$ cat config.mk
export PLATFORM = sky130hd
export DESIGN_NAME = sar_adc_sequencer
export DESIGN_NICKNAME = d
export VERILOG_FILES = /design/src/sar_adc_pkg.sv /design/src/sar_adc_sequencer.sv
export SDC_FILE = /design/constraint.sdc
export NUM_CORES = 1
export LEC_CHECK = 0
export BUFFER_PORTS_ARGS = -buffer_cell sky130_fd_sc_hd__buf_2
export CAP_MARGIN = 20
export CORE_ASPECT_RATIO = 0.7
export CORE_MARGIN = 1
export CORE_UTILIZATION = 45
export DETAILED_ROUTE_END_ITERATION = 6
export REMOVE_ABC_BUFFERS = 1
export SYNTH_ARGS = -nofsm -noshare
export SYNTH_HDL_FRONTEND = slang
export SYNTH_SLANG_ARGS = --single-unit
$ cat constraint.sdc
create_clock -name SYS_CLK -period 3.95 [get_ports SYS_CLK]
set_input_delay 0 -clock SYS_CLK [delete_from_list [all_inputs] [get_ports SYS_CLK]]
set_output_delay 0 -clock SYS_CLK [all_outputs]
set_load 0.01 [all_outputs]
$ cat src/sar_adc_pkg.sv
package sar_adc_pkg;
  localparam int ADR_W      = 8;
  localparam int NUM_MEM    = 16;
  localparam int RES_W      = 12;
  localparam int CONV_CLKS  = 13;
  localparam int SYS_CLK_MHZ = 100;
  localparam int OSC_PERIOD_NS = 200;
  localparam int OSC_DIV    = OSC_PERIOD_NS * SYS_CLK_MHZ / 1000;
  localparam logic [7:0] ADR_CTL0 = 8'h00;
  localparam logic [7:0] ADR_CTL1 = 8'h04;
  localparam logic [7:0] ADR_FLAG = 8'h08;
  localparam logic [7:0] ADR_PORT = 8'h0C;
  localparam logic [1:0] REG_MCTL = 2'h1;
  localparam logic [1:0] REG_MEM  = 2'h2;
  localparam int C0_ENC = 0;
  localparam int C0_SC  = 1;
  localparam int C0_REF = 2;
  localparam int C0_25V = 3;
  localparam int C0_SLO = 4;
  localparam int C0_SHI = 8;
  localparam int C1_MODE = 0;
  localparam int C1_SSEL = 2;
  localparam int C1_DIV  = 4;
  localparam int C1_SHP  = 7;
  localparam int C1_TRIG_INVERT = 8;
  localparam int C1_SHS  = 9;
  localparam int C1_CST  = 12;
  localparam int C1_BUSY = 16;
  localparam int MC_EOS  = 7;
  localparam int MC_REF  = 4;
  localparam logic [1:0] SRC_OSC = 2'h0;
  localparam logic [1:0] SRC_AUX = 2'h1;
  localparam logic [1:0] SRC_MAIN = 2'h2;
  localparam logic [1:0] SRC_SUB = 2'h3;
  localparam logic [RES_W-1:0] DAC_MID = 12'h800;

  typedef enum logic [1:0] {ST_IDLE, ST_SYNC, ST_SAMP, ST_CONV} state_t;

  function automatic logic [10:0] samp_ticks(input logic [3:0] code);
    case (code)
      4'h0:    samp_ticks = 11'h004;
      4'h1:    samp_ticks = 11'h008;
      4'h2:    samp_ticks = 11'h010;
      4'h3:    samp_ticks = 11'h020;
      4'h4:    samp_ticks = 11'h040;
      4'h5:    samp_ticks = 11'h060;
      4'h6:    samp_ticks = 11'h080;
      4'h7:    samp_ticks = 11'h0C0;
      4'h8:    samp_ticks = 11'h100;
      4'h9:    samp_ticks = 11'h180;
      4'hA:    samp_ticks = 11'h200;
      4'hB:    samp_ticks = 11'h300;
      default: samp_ticks = 11'h400;
    endcase
  endfunction : samp_ticks

  function automatic logic [31:0] merge(input logic [31:0] old, input logic [31:0] nw,
                                        input logic [3:0] sel);
    for (int i = 0; i < 4; i++) begin
      merge[8*i +: 8] = sel[i] ? nw[8*i +: 8] : old[8*i +: 8];
    end
  endfunction : merge
endpackage : sar_adc_pkg

$ cat src/sar_adc_sequencer.sv
// The placing of the registers and the Wishbone slave port were left to the implementer.
`timescale 1ns/100ps
`default_nettype none
module sar_adc_sequencer #(
  parameter int OSC_DIV_P = sar_adc_pkg::OSC_DIV
) (
  input  wire logic                           SYS_CLK,
  input  wire logic                           RSTN,
  input  wire logic                           WB_CYC_I,
  input  wire logic                           WB_STB_I,
  input  wire logic                           WB_WE_I,
  input  wire logic [sar_adc_pkg::ADR_W-1:0]  WB_ADR_I,
  input  wire logic [3:0]                     WB_SEL_I,
  input  wire logic [31:0]                    WB_DAT_I,
  output logic      [31:0]                    WB_DAT_O,
  output logic                                WB_ACK_O,
  input  wire logic                           SUB_MAIN_CLK_EN,
  input  wire logic                           MAIN_CLK_EN,
  input  wire logic                           AUX_CLK_EN,
  input  wire logic                           TRIG_TA1,
  input  wire logic                           TRIG_TB0,
  input  wire logic                           TRIG_TB1,
  input  wire logic                           CMP_IN,
  output logic      [sar_adc_pkg::RES_W-1:0]  SAR_DAC,
  output logic                                SAMPLE_CTRL,
  output logic                                MUX_CONNECT,
  output logic      [3:0]                     MUX_CHAN,
  output logic      [2:0]                     REF_SEL,
  output logic                                CORE_PWR,
  output logic                                OSC_EN,
  output logic                                REF_ON,
  output logic                                REF_2V5,
  output logic      [7:0]                     PORT_BUF_DIS
);
  import sar_adc_pkg::*;

  if (OSC_DIV_P < 1 || OSC_DIV_P > 255) begin : g_chk
    $error("OSC_DIV_P out of range");
  end

  ////////////////////////////////////////////////////////////////////////////
  logic              ack_q;
  logic              enc_q;
  logic              sc_q;
  logic              ref_on_a_q;
  logic              ref25_q;
  logic [3:0]        sht_lo_q;
  logic [3:0]        sht_hi_q;
  logic [1:0]        mode_q;
  logic [1:0]        ssel_q;
  logic [2:0]        div_q;
  logic              shp_q;
  logic              trig_invert_q;
  logic [1:0]        shs_q;
  logic [3:0]        cst_q;
  logic [7:0]        port_q;
  logic [15:0]       flag_q;
  logic [15:0]       flag_d;
  logic [7:0]        mctl_q [NUM_MEM];
  logic [RES_W-1:0]  mem_q [NUM_MEM];
  state_t            state_q;
  state_t            state_d;
  logic [3:0]        ptr_q;
  logic [10:0]       cnt_q;
  logic [RES_W-1:0]  dac_q;
  logic [RES_W-1:0]  mask_q;
  logic              shi_q;
  logic              done_q;
  logic [2:0]        dcnt_q;
  logic [7:0]        ocnt_q;
  logic              osc_tick_q;
  logic              tick_q;
  logic [3:0]        chan_q;
  logic              connect_q;

  ////////////////////////////////////////////////////////////////////////////
  // Register bus decode
  wire        bus_req  = WB_CYC_I & WB_STB_I & ~ack_q;
  wire        wr       = bus_req & WB_WE_I;
  wire        rd       = bus_req & ~WB_WE_I;
  wire [3:0]  idx      = WB_ADR_I[5:2];
  wire        aligned  = WB_ADR_I[1:0] == 2'h0;
  wire        hit_c0   = WB_ADR_I == ADR_CTL0;
  wire        hit_c1   = WB_ADR_I == ADR_CTL1;
  wire        hit_flag = WB_ADR_I == ADR_FLAG;
  wire        hit_port = WB_ADR_I == ADR_PORT;
  wire        hit_mctl = aligned & (WB_ADR_I[7:6] == REG_MCTL);
  wire        hit_mem  = aligned & (WB_ADR_I[7:6] == REG_MEM);
  wire        busy     = state_q != ST_IDLE;
  wire [31:0] rd_c0    = {20'h0, sht_hi_q, sht_lo_q, ref25_q, ref_on_a_q, sc_q, enc_q};
  wire [31:0] rd_c1    = {15'h0, busy, cst_q, 1'b0, shs_q, trig_invert_q, shp_q, div_q,
                          ssel_q, mode_q};
  wire [31:0] rdat     = hit_c0   ? rd_c0 :
                         hit_c1   ? rd_c1 :
                         hit_flag ? {16'h0, flag_q} :
                         hit_port ? {24'h0, port_q} :
                         hit_mctl ? {24'h0, mctl_q[idx]} :
                         hit_mem  ? {20'h0, mem_q[idx]} : 32'h0;
  wire [31:0] wdat     = merge(rdat, WB_DAT_I, WB_SEL_I);
  wire        unlocked = ~enc_q;

  ////////////////////////////////////////////////////////////////////////////
  // Conversion clock: source select then divide by 1..8
  wire src_tick = (ssel_q == SRC_OSC)  ? osc_tick_q :
                  (ssel_q == SRC_AUX)  ? AUX_CLK_EN :
                  (ssel_q == SRC_MAIN) ? MAIN_CLK_EN : SUB_MAIN_CLK_EN;
  wire div_wrap = src_tick & (dcnt_q == div_q);

  ////////////////////////////////////////////////////////////////////////////
  // Trigger and sequencing
  wire trig_raw = (shs_q == 2'h0) ? sc_q :
                  (shs_q == 2'h1) ? TRIG_TA1 :
                  (shs_q == 2'h2) ? TRIG_TB0 : TRIG_TB1;
  wire sample_input      = trig_raw ^ trig_invert_q;
  wire shi_rise = sample_input & ~shi_q;
  wire start    = enc_q & ~done_q & shi_rise;
  wire [7:0]  cur      = mctl_q[ptr_q];
  wire        cur_eos  = cur[MC_EOS];
  wire [10:0] stime    = samp_ticks(ptr_q[3] ? sht_hi_q : sht_lo_q);
  wire        store    = (state_q == ST_CONV) & tick_q & (mask_q == 12'h0);
  wire        seq_mode = mode_q[0];
  wire        seq_next = seq_mode & ~cur_eos;
  wire        last_one = ~mode_q[1] & ~seq_next;
  wire [RES_W-1:0] dac_trial = (CMP_IN ? dac_q : (dac_q & ~mask_q)) | (mask_q >> 1);

  always_comb begin
    state_d = state_q;
    case (state_q)
      ST_IDLE: begin
        if (start) begin
          state_d = shp_q ? ST_SYNC : ST_SAMP;
        end
      end
      ST_SYNC: begin
        if (tick_q) begin
          state_d = ST_SAMP;
        end
      end
      ST_SAMP: begin
        if (tick_q && (shp_q ? (cnt_q == 11'h0) : ~sample_input)) begin
          state_d = ST_CONV;
        end
      end
      ST_CONV: begin
        if (store) begin
          state_d = ST_IDLE;
        end
      end
      default: state_d = ST_IDLE;
    endcase
  end

  always_comb begin
    flag_d = flag_q;
    if (wr && hit_flag) begin
      flag_d = flag_d & ~wdat[15:0];
    end
    if (rd && hit_mem) begin
      flag_d[idx] = 1'b0;
    end
    if (store) begin
      flag_d[ptr_q] = 1'b1;
    end
  end

  ////////////////////////////////////////////////////////////////////////////
  always_ff @(posedge SYS_CLK or negedge RSTN) begin
    if (!RSTN) begin
      ack_q    <= 1'b0;
      WB_DAT_O <= 32'h0;
    end else begin
      ack_q    <= bus_req;
      WB_DAT_O <= rd ? rdat : 32'h0;
    end
  end
  assign WB_ACK_O = ack_q;

  always_ff @(posedge SYS_CLK or negedge RSTN) begin
    if (!RSTN) begin
      enc_q    <= 1'b0;
      ref_on_a_q  <= 1'b0;
      ref25_q  <= 1'b0;
      sht_lo_q <= 4'h0;
      sht_hi_q <= 4'h0;
    end else if (wr && hit_c0) begin
      enc_q    <= wdat[C0_ENC];
      ref_on_a_q  <= wdat[C0_REF];
      ref25_q  <= wdat[C0_25V];
      if (unlocked) begin
        sht_lo_q <= wdat[C0_SLO +: 4];
        sht_hi_q <= wdat[C0_SHI +: 4];
      end
    end
  end

  always_ff @(posedge SYS_CLK or negedge RSTN) begin
    if (!RSTN) begin
      sc_q <= 1'b0;
    end else if (wr && hit_c0) begin
      sc_q <= wdat[C0_SC];
    end else if (store) begin
      sc_q <= 1'b0;
    end
  end

  always_ff @(posedge SYS_CLK or negedge RSTN) begin
    if (!RSTN) begin
      {mode_q, ssel_q, div_q, shp_q, trig_invert_q, shs_q, cst_q} <= '0;
    end else if (wr && hit_c1 && unlocked) begin
      mode_q <= wdat[C1_MODE +: 2];
      ssel_q <= wdat[C1_SSEL +: 2];
      div_q  <= wdat[C1_DIV +: 3];
      shp_q  <= wdat[C1_SHP];
      trig_invert_q <= wdat[C1_TRIG_INVERT];
      shs_q  <= wdat[C1_SHS +: 2];
      cst_q  <= wdat[C1_CST +: 4];
    end
  end

  always_ff @(posedge SYS_CLK or negedge RSTN) begin
    if (!RSTN) begin
      port_q <= 8'h0;
    end else if (wr && hit_port) begin
      port_q <= wdat[7:0];
    end
  end

  always_ff @(posedge SYS_CLK or negedge RSTN) begin
    if (!RSTN) begin
      for (int i = 0; i < NUM_MEM; i++) begin
        mctl_q[i] <= 8'h0;
        mem_q[i]  <= '0;
      end
    end else begin
      if (wr && hit_mctl && unlocked) begin
        mctl_q[idx] <= wdat[7:0];
      end
      if (store) begin
        mem_q[ptr_q] <= dac_q;
      end
    end
  end

  always_ff @(posedge SYS_CLK or negedge RSTN) begin
    if (!RSTN) begin
      flag_q <= 16'h0;
    end else begin
      flag_q <= flag_d;
    end
  end

  // Internal oscillator runs only while enabled
  always_ff @(posedge SYS_CLK or negedge RSTN) begin
    if (!RSTN) begin
      ocnt_q     <= 8'h0;
      osc_tick_q <= 1'b0;
    end else begin
      osc_tick_q <= OSC_EN & (ocnt_q == 8'(OSC_DIV_P - 1));
      if (!OSC_EN || ocnt_q == 8'(OSC_DIV_P - 1)) begin
        ocnt_q <= 8'h0;
      end else begin
        ocnt_q <= ocnt_q + 8'h1;
      end
    end
  end

  always_ff @(posedge SYS_CLK or negedge RSTN) begin
    if (!RSTN) begin
      dcnt_q <= 3'h0;
      tick_q <= 1'b0;
    end else begin
      tick_q <= div_wrap;
      if (div_wrap) begin
        dcnt_q <= 3'h0;
      end else if (src_tick) begin
        dcnt_q <= dcnt_q + 3'h1;
      end
    end
  end

  always_ff @(posedge SYS_CLK or negedge RSTN) begin
    if (!RSTN) begin
      state_q <= ST_IDLE;
      shi_q   <= 1'b0;
      done_q  <= 1'b0;
    end else begin
      state_q <= state_d;
      shi_q   <= sample_input;
      if (!enc_q || (wr && hit_c0 && wdat[C0_SC])) begin
        done_q <= 1'b0;
      end else if (store && last_one && shs_q != 2'h0) begin
        done_q <= 1'b1;
      end
    end
  end

  always_ff @(posedge SYS_CLK or negedge RSTN) begin
    if (!RSTN) begin
      ptr_q <= 4'h0;
    end else if (!enc_q || (state_q == ST_IDLE && !seq_mode)) begin
      ptr_q <= cst_q;
    end else if (store) begin
      ptr_q <= seq_next ? ptr_q + 4'h1 : cst_q;
    end
  end

  always_ff @(posedge SYS_CLK or negedge RSTN) begin
    if (!RSTN) begin
      cnt_q  <= 11'h0;
      dac_q  <= '0;
      mask_q <= '0;
    end else if (state_q == ST_SYNC && tick_q) begin
      cnt_q <= stime - 11'h1;
    end else if (state_q == ST_SAMP && tick_q) begin
      cnt_q <= cnt_q - 11'h1;
      dac_q  <= DAC_MID;
      mask_q <= DAC_MID;
    end else if (state_q == ST_CONV && tick_q && mask_q != 12'h0) begin
      dac_q  <= dac_trial;
      mask_q <= mask_q >> 1;
    end
  end

  // Break before make: channel only changes while disconnected
  always_ff @(posedge SYS_CLK or negedge RSTN) begin
    if (!RSTN) begin
      chan_q    <= 4'h0;
      connect_q <= 1'b0;
      REF_SEL   <= 3'h0;
    end else begin
      connect_q <= (state_d == ST_SAMP) & (chan_q == cur[3:0]);
      if (!connect_q) begin
        chan_q  <= cur[3:0];
        REF_SEL <= cur[MC_REF +: 3];
      end
    end
  end
  assign MUX_CONNECT = connect_q;
  assign MUX_CHAN    = chan_q;

  always_ff @(posedge SYS_CLK or negedge RSTN) begin
    if (!RSTN) begin
      SAMPLE_CTRL  <= 1'b0;
      CORE_PWR     <= 1'b0;
      OSC_EN       <= 1'b0;
      REF_ON       <= 1'b0;
      REF_2V5      <= 1'b0;
      PORT_BUF_DIS <= 8'h0;
    end else begin
      SAMPLE_CTRL  <= state_d == ST_SAMP;
      CORE_PWR     <= state_d != ST_IDLE;
      OSC_EN       <= (state_d != ST_IDLE) & (ssel_q == SRC_OSC);
      REF_ON       <= ref_on_a_q;
      REF_2V5      <= ref25_q;
      PORT_BUF_DIS <= port_q;
    end
  end
  assign SAR_DAC = dac_q;

  ////////////////////////////////////////////////////////////////////////////
  logic [4:0] ctk_q;
  always_ff @(posedge SYS_CLK or negedge RSTN) begin
    if (!RSTN) begin
      ctk_q <= 5'h0;
    end else if (state_q != ST_CONV) begin
      ctk_q <= 5'h0;
    end else if (tick_q) begin
      ctk_q <= ctk_q + 5'h1;
    end
  end
endmodule : sar_adc_sequencer
`default_nettype wire

# After elaboration in Yosys (flattened, before gate mapping)
# Memory sizes are Yosys's and may differ from the RTL's.
# Index checks and enable logic that the tools add are counted.
# word_totals
regBits,466
mem_bits_ro,144
input_bits,56
out_inout_bits,66
mem_count,1
# op_classes
add_sub_neg,5
magnitude_cmp,8
eq_ne,16
muxes,62
bitwise,38
n_reduce_logical,46
# memory_table
name,depth,word_bits,rd,rd_ports_with_merged_regs,write_ports,line_no,rtl
(no name shown),16,9,1,0,0,sar_adc_pkg.sv:40,case (code)
# op_table
operator,n
192-bit bitwise mux,1
12-bit 2-to-1 mux,11
128-bit bitwise mux,1
8-bit binary-select mux with 4-bit select,2
16-bit 2-to-1 mux,4
8-bit 2-to-1 mux,8
17-bit 2-to-1 mux,3
12-bit binary-select mux with 4-bit select,1
12-bit demux with 4-bit select,1
16-bit bitwise AND,2
8-bit demux with 4-bit select,1
16-bit NOT,2
11-bit 2-to-1 mux,2
"11-bit by 1-bit subtractor with 11-bit output, second input constant",2
1-bit logical AND,21
2-bit nonzero test,9
1-bit bitwise AND,17
"8-bit by 4-bit == test with 1-bit output, second input constant",2
4-bit 2-to-1 mux,4
16-bit OR,1
1-bit 2-to-1 mux,13
12-bit bitwise AND,1
"2-bit == test, second input constant",6
12-bit logical NOT,1
other kinds (28),59

# Depth between registers and ports, before layout
# logic_depth
depth_word,18
depth_mapped,13
depth_no_buf,9

# Least setup slack after synthesis
# OpenSTA, ideal clock, no wires.
# synth_path
kind,flip-flop to flip-flop
startpoint,register ptr_q[1]
endpoint,register mem_q[38] in the netlist's numbering
t_arrival_ns,2.609
required_ns,3.825
slack_ns,1.216
path_stages_with_launch,9
n_path_buf,4
path_cell_list,dfrtp_1 > buf_2 > buf_1 > clkbuf_1 > inv_1 > ha_1 > nand4_1 > clkbuf_1 > mux2_2
# synth_via
elab_chain_cells,6
word_cells_on_any_way,7
cone_classes,2 x order compare; 3 x mux; 1 x bitwise; 1 x reduce/logical
# synth_rtl
element,line_no,rtl
from (decl),sar_adc_sequencer.sv:63,logic [3:0] ptr_q;
from (signal assigned),sar_adc_sequencer.sv:301,ptr_q <= cst_q;
from (signal assigned),sar_adc_sequencer.sv:303,ptr_q <= seq_next ? ptr_q + 4'h1 : cst_q;
4-bit NOT with 5-bit output (not written as such) *,sar_adc_sequencer.sv:239,mem_q[ptr_q] <= dac_q;
5-bit >= comparator (not written as such) / 5-bit by 1-bit < comparator with 1-bit output (equally long branches),sar_adc_sequencer.sv:239,
1-bit logical AND (not written as such),sar_adc_sequencer.sv:239,
12-bit 2-to-1 mux (not written as such),sar_adc_sequencer.sv:239,
12-bit demux with 4-bit select *,sar_adc_sequencer.sv:239,
192-bit bitwise mux *,sar_adc_sequencer.sv:239,
"to (signal, indexed assignment)",sar_adc_sequencer.sv:239,
to (decl),sar_adc_sequencer.sv:60,logic [RES_W-1:0] mem_q [NUM_MEM];
# Mark *: on every way between the ends. The rest lies on a longest branch, timed or not.
# A chain may end at the register's enable or synchronous reset.

# Final worst setup path
# layout_path
startpoint,register shs_q[0]
endpoint,register connect_q (netlist: MUX_CONNECT)
# layout_via
elab_chain_cells,12
word_cells_on_any_way,17
cone_classes,3 x eq/ne; 7 x mux; 5 x bitwise; 2 x reduce/logical
# layout_rtl
element,line_no,rtl
from (decl),sar_adc_sequencer.sv:54,logic [1:0] shs_q;
from (signal assigned),sar_adc_sequencer.sv:215,shs_q <= wdat[C1_SHS +: 2];
2-bit == test,sar_adc_sequencer.sv:113,(shs_q == 2'h2) ? TRIG_TB0 : TRIG_TB1;
1-bit 2-to-1 mux,sar_adc_sequencer.sv:113,
1-bit 2-to-1 mux,sar_adc_sequencer.sv:112,(shs_q == 2'h1) ? TRIG_TA1 :
1-bit 2-to-1 mux *,sar_adc_sequencer.sv:111,wire trig_raw = (shs_q == 2'h0) ? sc_q :
1-bit XOR *,sar_adc_sequencer.sv:114,wire sample_input = trig_raw ^ trig_invert_q;
named net sample_input,sar_adc_sequencer.sv:114,
1-bit NOT,sar_adc_sequencer.sv:140,if (tick_q && (shp_q ? (cnt_q == 11'h0) : ~sample_input)) begin
1-bit 2-to-1 mux,sar_adc_sequencer.sv:140,
1-bit logical AND,sar_adc_sequencer.sv:140,
2-bit 2-to-1 mux,sar_adc_sequencer.sv:140,
2-bit case mux with 4 select lines *,sar_adc_sequencer.sv:128,case (state_q)
named net state_d[1],sar_adc_sequencer.sv:62,state_t state_d;
2-bit == test *,sar_adc_sequencer.sv:331,connect_q <= (state_d == ST_SAMP) & (chan_q == cur[3:0]);
1-bit bitwise AND *,sar_adc_sequencer.sv:331,
to (signal assigned),sar_adc_sequencer.sv:331,
to (decl),sar_adc_sequencer.sv:74,logic connect_q;
# Mark *: on every way through the listed nets, which the timed path passes. The rest lies on a longest branch.

==> run metrics <==
Layout area overhead=13.7%; DR pass1 iterations=5; setup_tns=0 ns; Max-Cap Viols=0; RSZ-0062 raised after global routing=no; CTS tree=yes; fin area=roughly 0.026 mm2; Worst-path clk slew=0.07 ns; Slew Limit Headroom=34.3%; pin count of the biggest net entering global routing=90; adder-cell share of the synthesized area=less than 1%; placed inst area=around 0.024 mm2; hold crit path type=primary input to flop; std cell rows=between 60 and 70; Period Utilization, post-route=about four fifths; Max Clock Freq=roughly 310 MHz; EDFF count, synth=0; DR WL/cell=24.7 um; Clock Sink Count=between 400 and 500; vias in the first global route=around 16000; Ports=122; final wirelength=about 66000 um; combinational family with the most area after synthesis=multiplexers; initial core utilization=between 40% and 50%; full die area=roughly 0.051 mm2; CP endpoint kind=flop; Cell variety after synth=between 70 and 80; Setup CP Type=flop to flop; CP Data Arrival Time=around 3.7 ns; maximum vdd drop=0.319 mV; ANT cells=0; crit-path cells=mux4_2, dlygate4sd3_1, xnor2_1, nand4_1, a21oi_1, nor2b_1, nor4b_1; syn_area_per_cell=approximately 12 um2; Via Count=about 16000; Iter 0 DRT Violations=~1800; Critical Path RT=between 4 and 5 ns; Buf/Inv on CP=1; Final #Nets=around 2000; antenna-violating nets left=0; mux cell area share after synthesis=~25%; skew final=between 0.015 and 0.02 ns; initial antenna violation count=2; critical path's largest stage delay=between 0.5 and 0.6 ns; core area=between 0.04 and 0.05 mm2; Slew Limit Fails=0; register area share after synthesis=around half; status=finished clean; share of cells above drive strength 1=between 20 and 30%; H-tree levels=2; root buf cell=clkbuf_16; slowest cell on the critical path=nor2b_1; CTS buffer count=48; Die X=around 270 um; Post-Synthesis Cell Area=around 0.023 mm2; register bit count reported by yosys=about 470; vias per std cell=between 6 and 7; Pleak=~12 nW; Async SR Flop Fraction=100%; Post-Synthesis Cells=1866; RePlAce Congestion=about 0.95; GR Overflow Total=0; Die H=roughly 190 um; xor/xnor share of the synthesized area=less than 1%; Top FF cell, synth=dfrtp_1; Critical Path Start Type=flop; Max Fanout on Critical Path=4; Tot GR Track Use=a little over a quarter; DRC viols=0; post-synthesis compound-gate area fraction=8.30%; Hold Vio Cnt, Final=0; simple-gate area share of the yosys netlist=approximately a tenth; final setup vio count=0; hpwl dp=45800 um; Final Util=between 50 and 60%; IO buf count=just under 90; worst-margin pin slew=roughly 0.98 ns; Cell Pwr Density=419 mW/mm2; synth warn=0; latest clock arrival within the worst-skew pair=between 0.5 and 0.6 ns; first-pass GRT wire length=about 100000 um; crit path time final=roughly 3.2 ns; Clock Tree Buf Depth=3; Setup Fix Bufs, Post-CTS=0; CP delay by family, top=simple AND/OR/NAND/NOR gates
==> per-layer routing <==
layer / share of wire (%) / global-route usage [%]
met1: 47 / 39.9
met2: 43 / 37.5
met3: 8.5 / 6.12
met4: 1.9 / 5.87
met5: 0.020 / 0
==> worst register-to-register path: cells and delay by family (launching register included) <==
family                    cells  cell delay [ns]
xor gates and xnor gates      1             0.29
AOI/OAI and AO/OA             1             0.25
and+or+nand+nor               3             1.01
DFF                           1             0.45
buffers and inverters         1             0.58
muxes                         1             0.52
==> cells in the mapped netlist, drive strengths merged, types with 13 or more instances <==
| cell | n | area share (%) |
|---|---|---|
| nand3 | 67 | 1.5 |
| a22oi | 13 | 0.43 |
| nand2 | 244 | 4.0 |
| mux4 | 112 | 11 |
| a21oi | 32 | 0.72 |
| inv | 17 | 0.28 |
| mux2i | 69 | 3.0 |
| nor3 | 19 | 0.42 |
| a211oi | 15 | 0.49 |
| clkbuf | 73 | 1.2 |
| dfrtp | 466 | 51 |
| o21ai | 168 | 3.7 |
| xor2 | 14 | 0.54 |
| nor2b | 18 | 0.49 |
| buf | 78 | 2.2 |
| nor2 | 53 | 0.87 |
| mux2 | 224 | 11 |
==> power by group <==
group	leakage [nW]	total, W	switching, W	internal, W
Sequential	6.36	0.00509	0.000173	0.00492
Clock	0.800	0.00479	0.00198	0.00281
Combinational	4.79	0.000947	0.000570	0.000377
==> what timing repair did <==
action,in CTS,in global routing
resized for setup,0,0
hold endpoints to repair,145,0
hold buffers,34,0
==> flip-flops by register name, indices dropped and copies added, names as in the netlist, 2 cells and up <==
name          cells
PORT_BUF_DIS      8
sht_hi_q          4
mctl_q          128
dcnt_q            3
state_q           2
cst_q             4
mask_q           12
port_q            8
ocnt_q            8
sht_lo_q          4
flag_q           16
div_q             3
ptr_q             4
SAR_DAC          12
mode_q            2
WB_DAT_O         17
MUX_CHAN          4
shs_q             2
cnt_q            11
REF_SEL           3
mem_q           192
ssel_q            2
==> worst paths after layout <==
| path | from | end | slack [ns] | depth (start not counted) |
|---|---|---|---|---|
| max | shs_q[0] | MUX_CONNECT | 0.75 | 7 |
| min | AUX_CLK_EN | dcnt_q[0] | 0.04 | 4 |
| max reg2reg | shs_q[0] | MUX_CONNECT | 0.75 | 7 |
| min reg2reg | port_q[2] | PORT_BUF_DIS[2] | 0.43 | 0 |
| max in group asynchronous | RSTN | mctl_q[57] | 2.90 | 3 |
| min in group asynchronous | RSTN | REF_2V5 | 0.05 | 2 |
==> cells in the final DEF, fill, tap and decap left out, types with 12 or more instances in the layout <==
master,n
clkbuf_16,49
a21oi_1,31
inv_1,16
nor3_1,19
mux2_2,224
nor2_1,53
o21ai_0,127
xor2_1,14
o221ai_1,12
a22oi_1,13
nor2b_1,18
or3_1,12
buf_4,54
dfrtp_1,465
dlygate4sd3_1,34
o21ai_1,41
nand3_1,67
buf_2,85
mux4_2,102
mux2i_1,69
nand2_1,244
a211oi_1,15
conb_1,15
==> area by class of cell <==
cell class	count	area [um2]
clock buffers	64	1390
clock inverters	23	272
fillers	4303	23700
inverters	17	63.8
multi-input cells	1246	10300
flip-flops and latches	466	11700
well taps	665	832
repair buffers	183	1330
==> stage by stage <==
| step | power (W) | cells | hold slack, ns | setup slack [ns] |
|---|---|---|---|---|
| after CTS | 0.0109 | 2662 | 0.0160 | 0.774 |
| after detailed placement | 0.00609 | 2541 | 0.0869 | 0.738 |
| final | 0.0108 | 2664 | 0.0357 | 0.745 |
| after floorplan | 0.00563 | 1729 | -0.296 | 0.809 |
| after global routing | 0.0112 | 2664 | 0.0651 | 0.522 |
| after global placement | 0.00607 | 2541 | 0.0851 | 0.805 |
==> kinds of logic (layout without fill, tap and decap cells) <==
logic type	after synthesis	in the layout
adders and majority gates	9	9
DFF	466	466
muxes	405	405
AOI/OAI and AO/OA	307	307
and+or+nand+nor	490	490
xor gates and xnor gates	20	20
buffers and inverters	168	287
other	1	15
(Power assumes the default switching activity.)
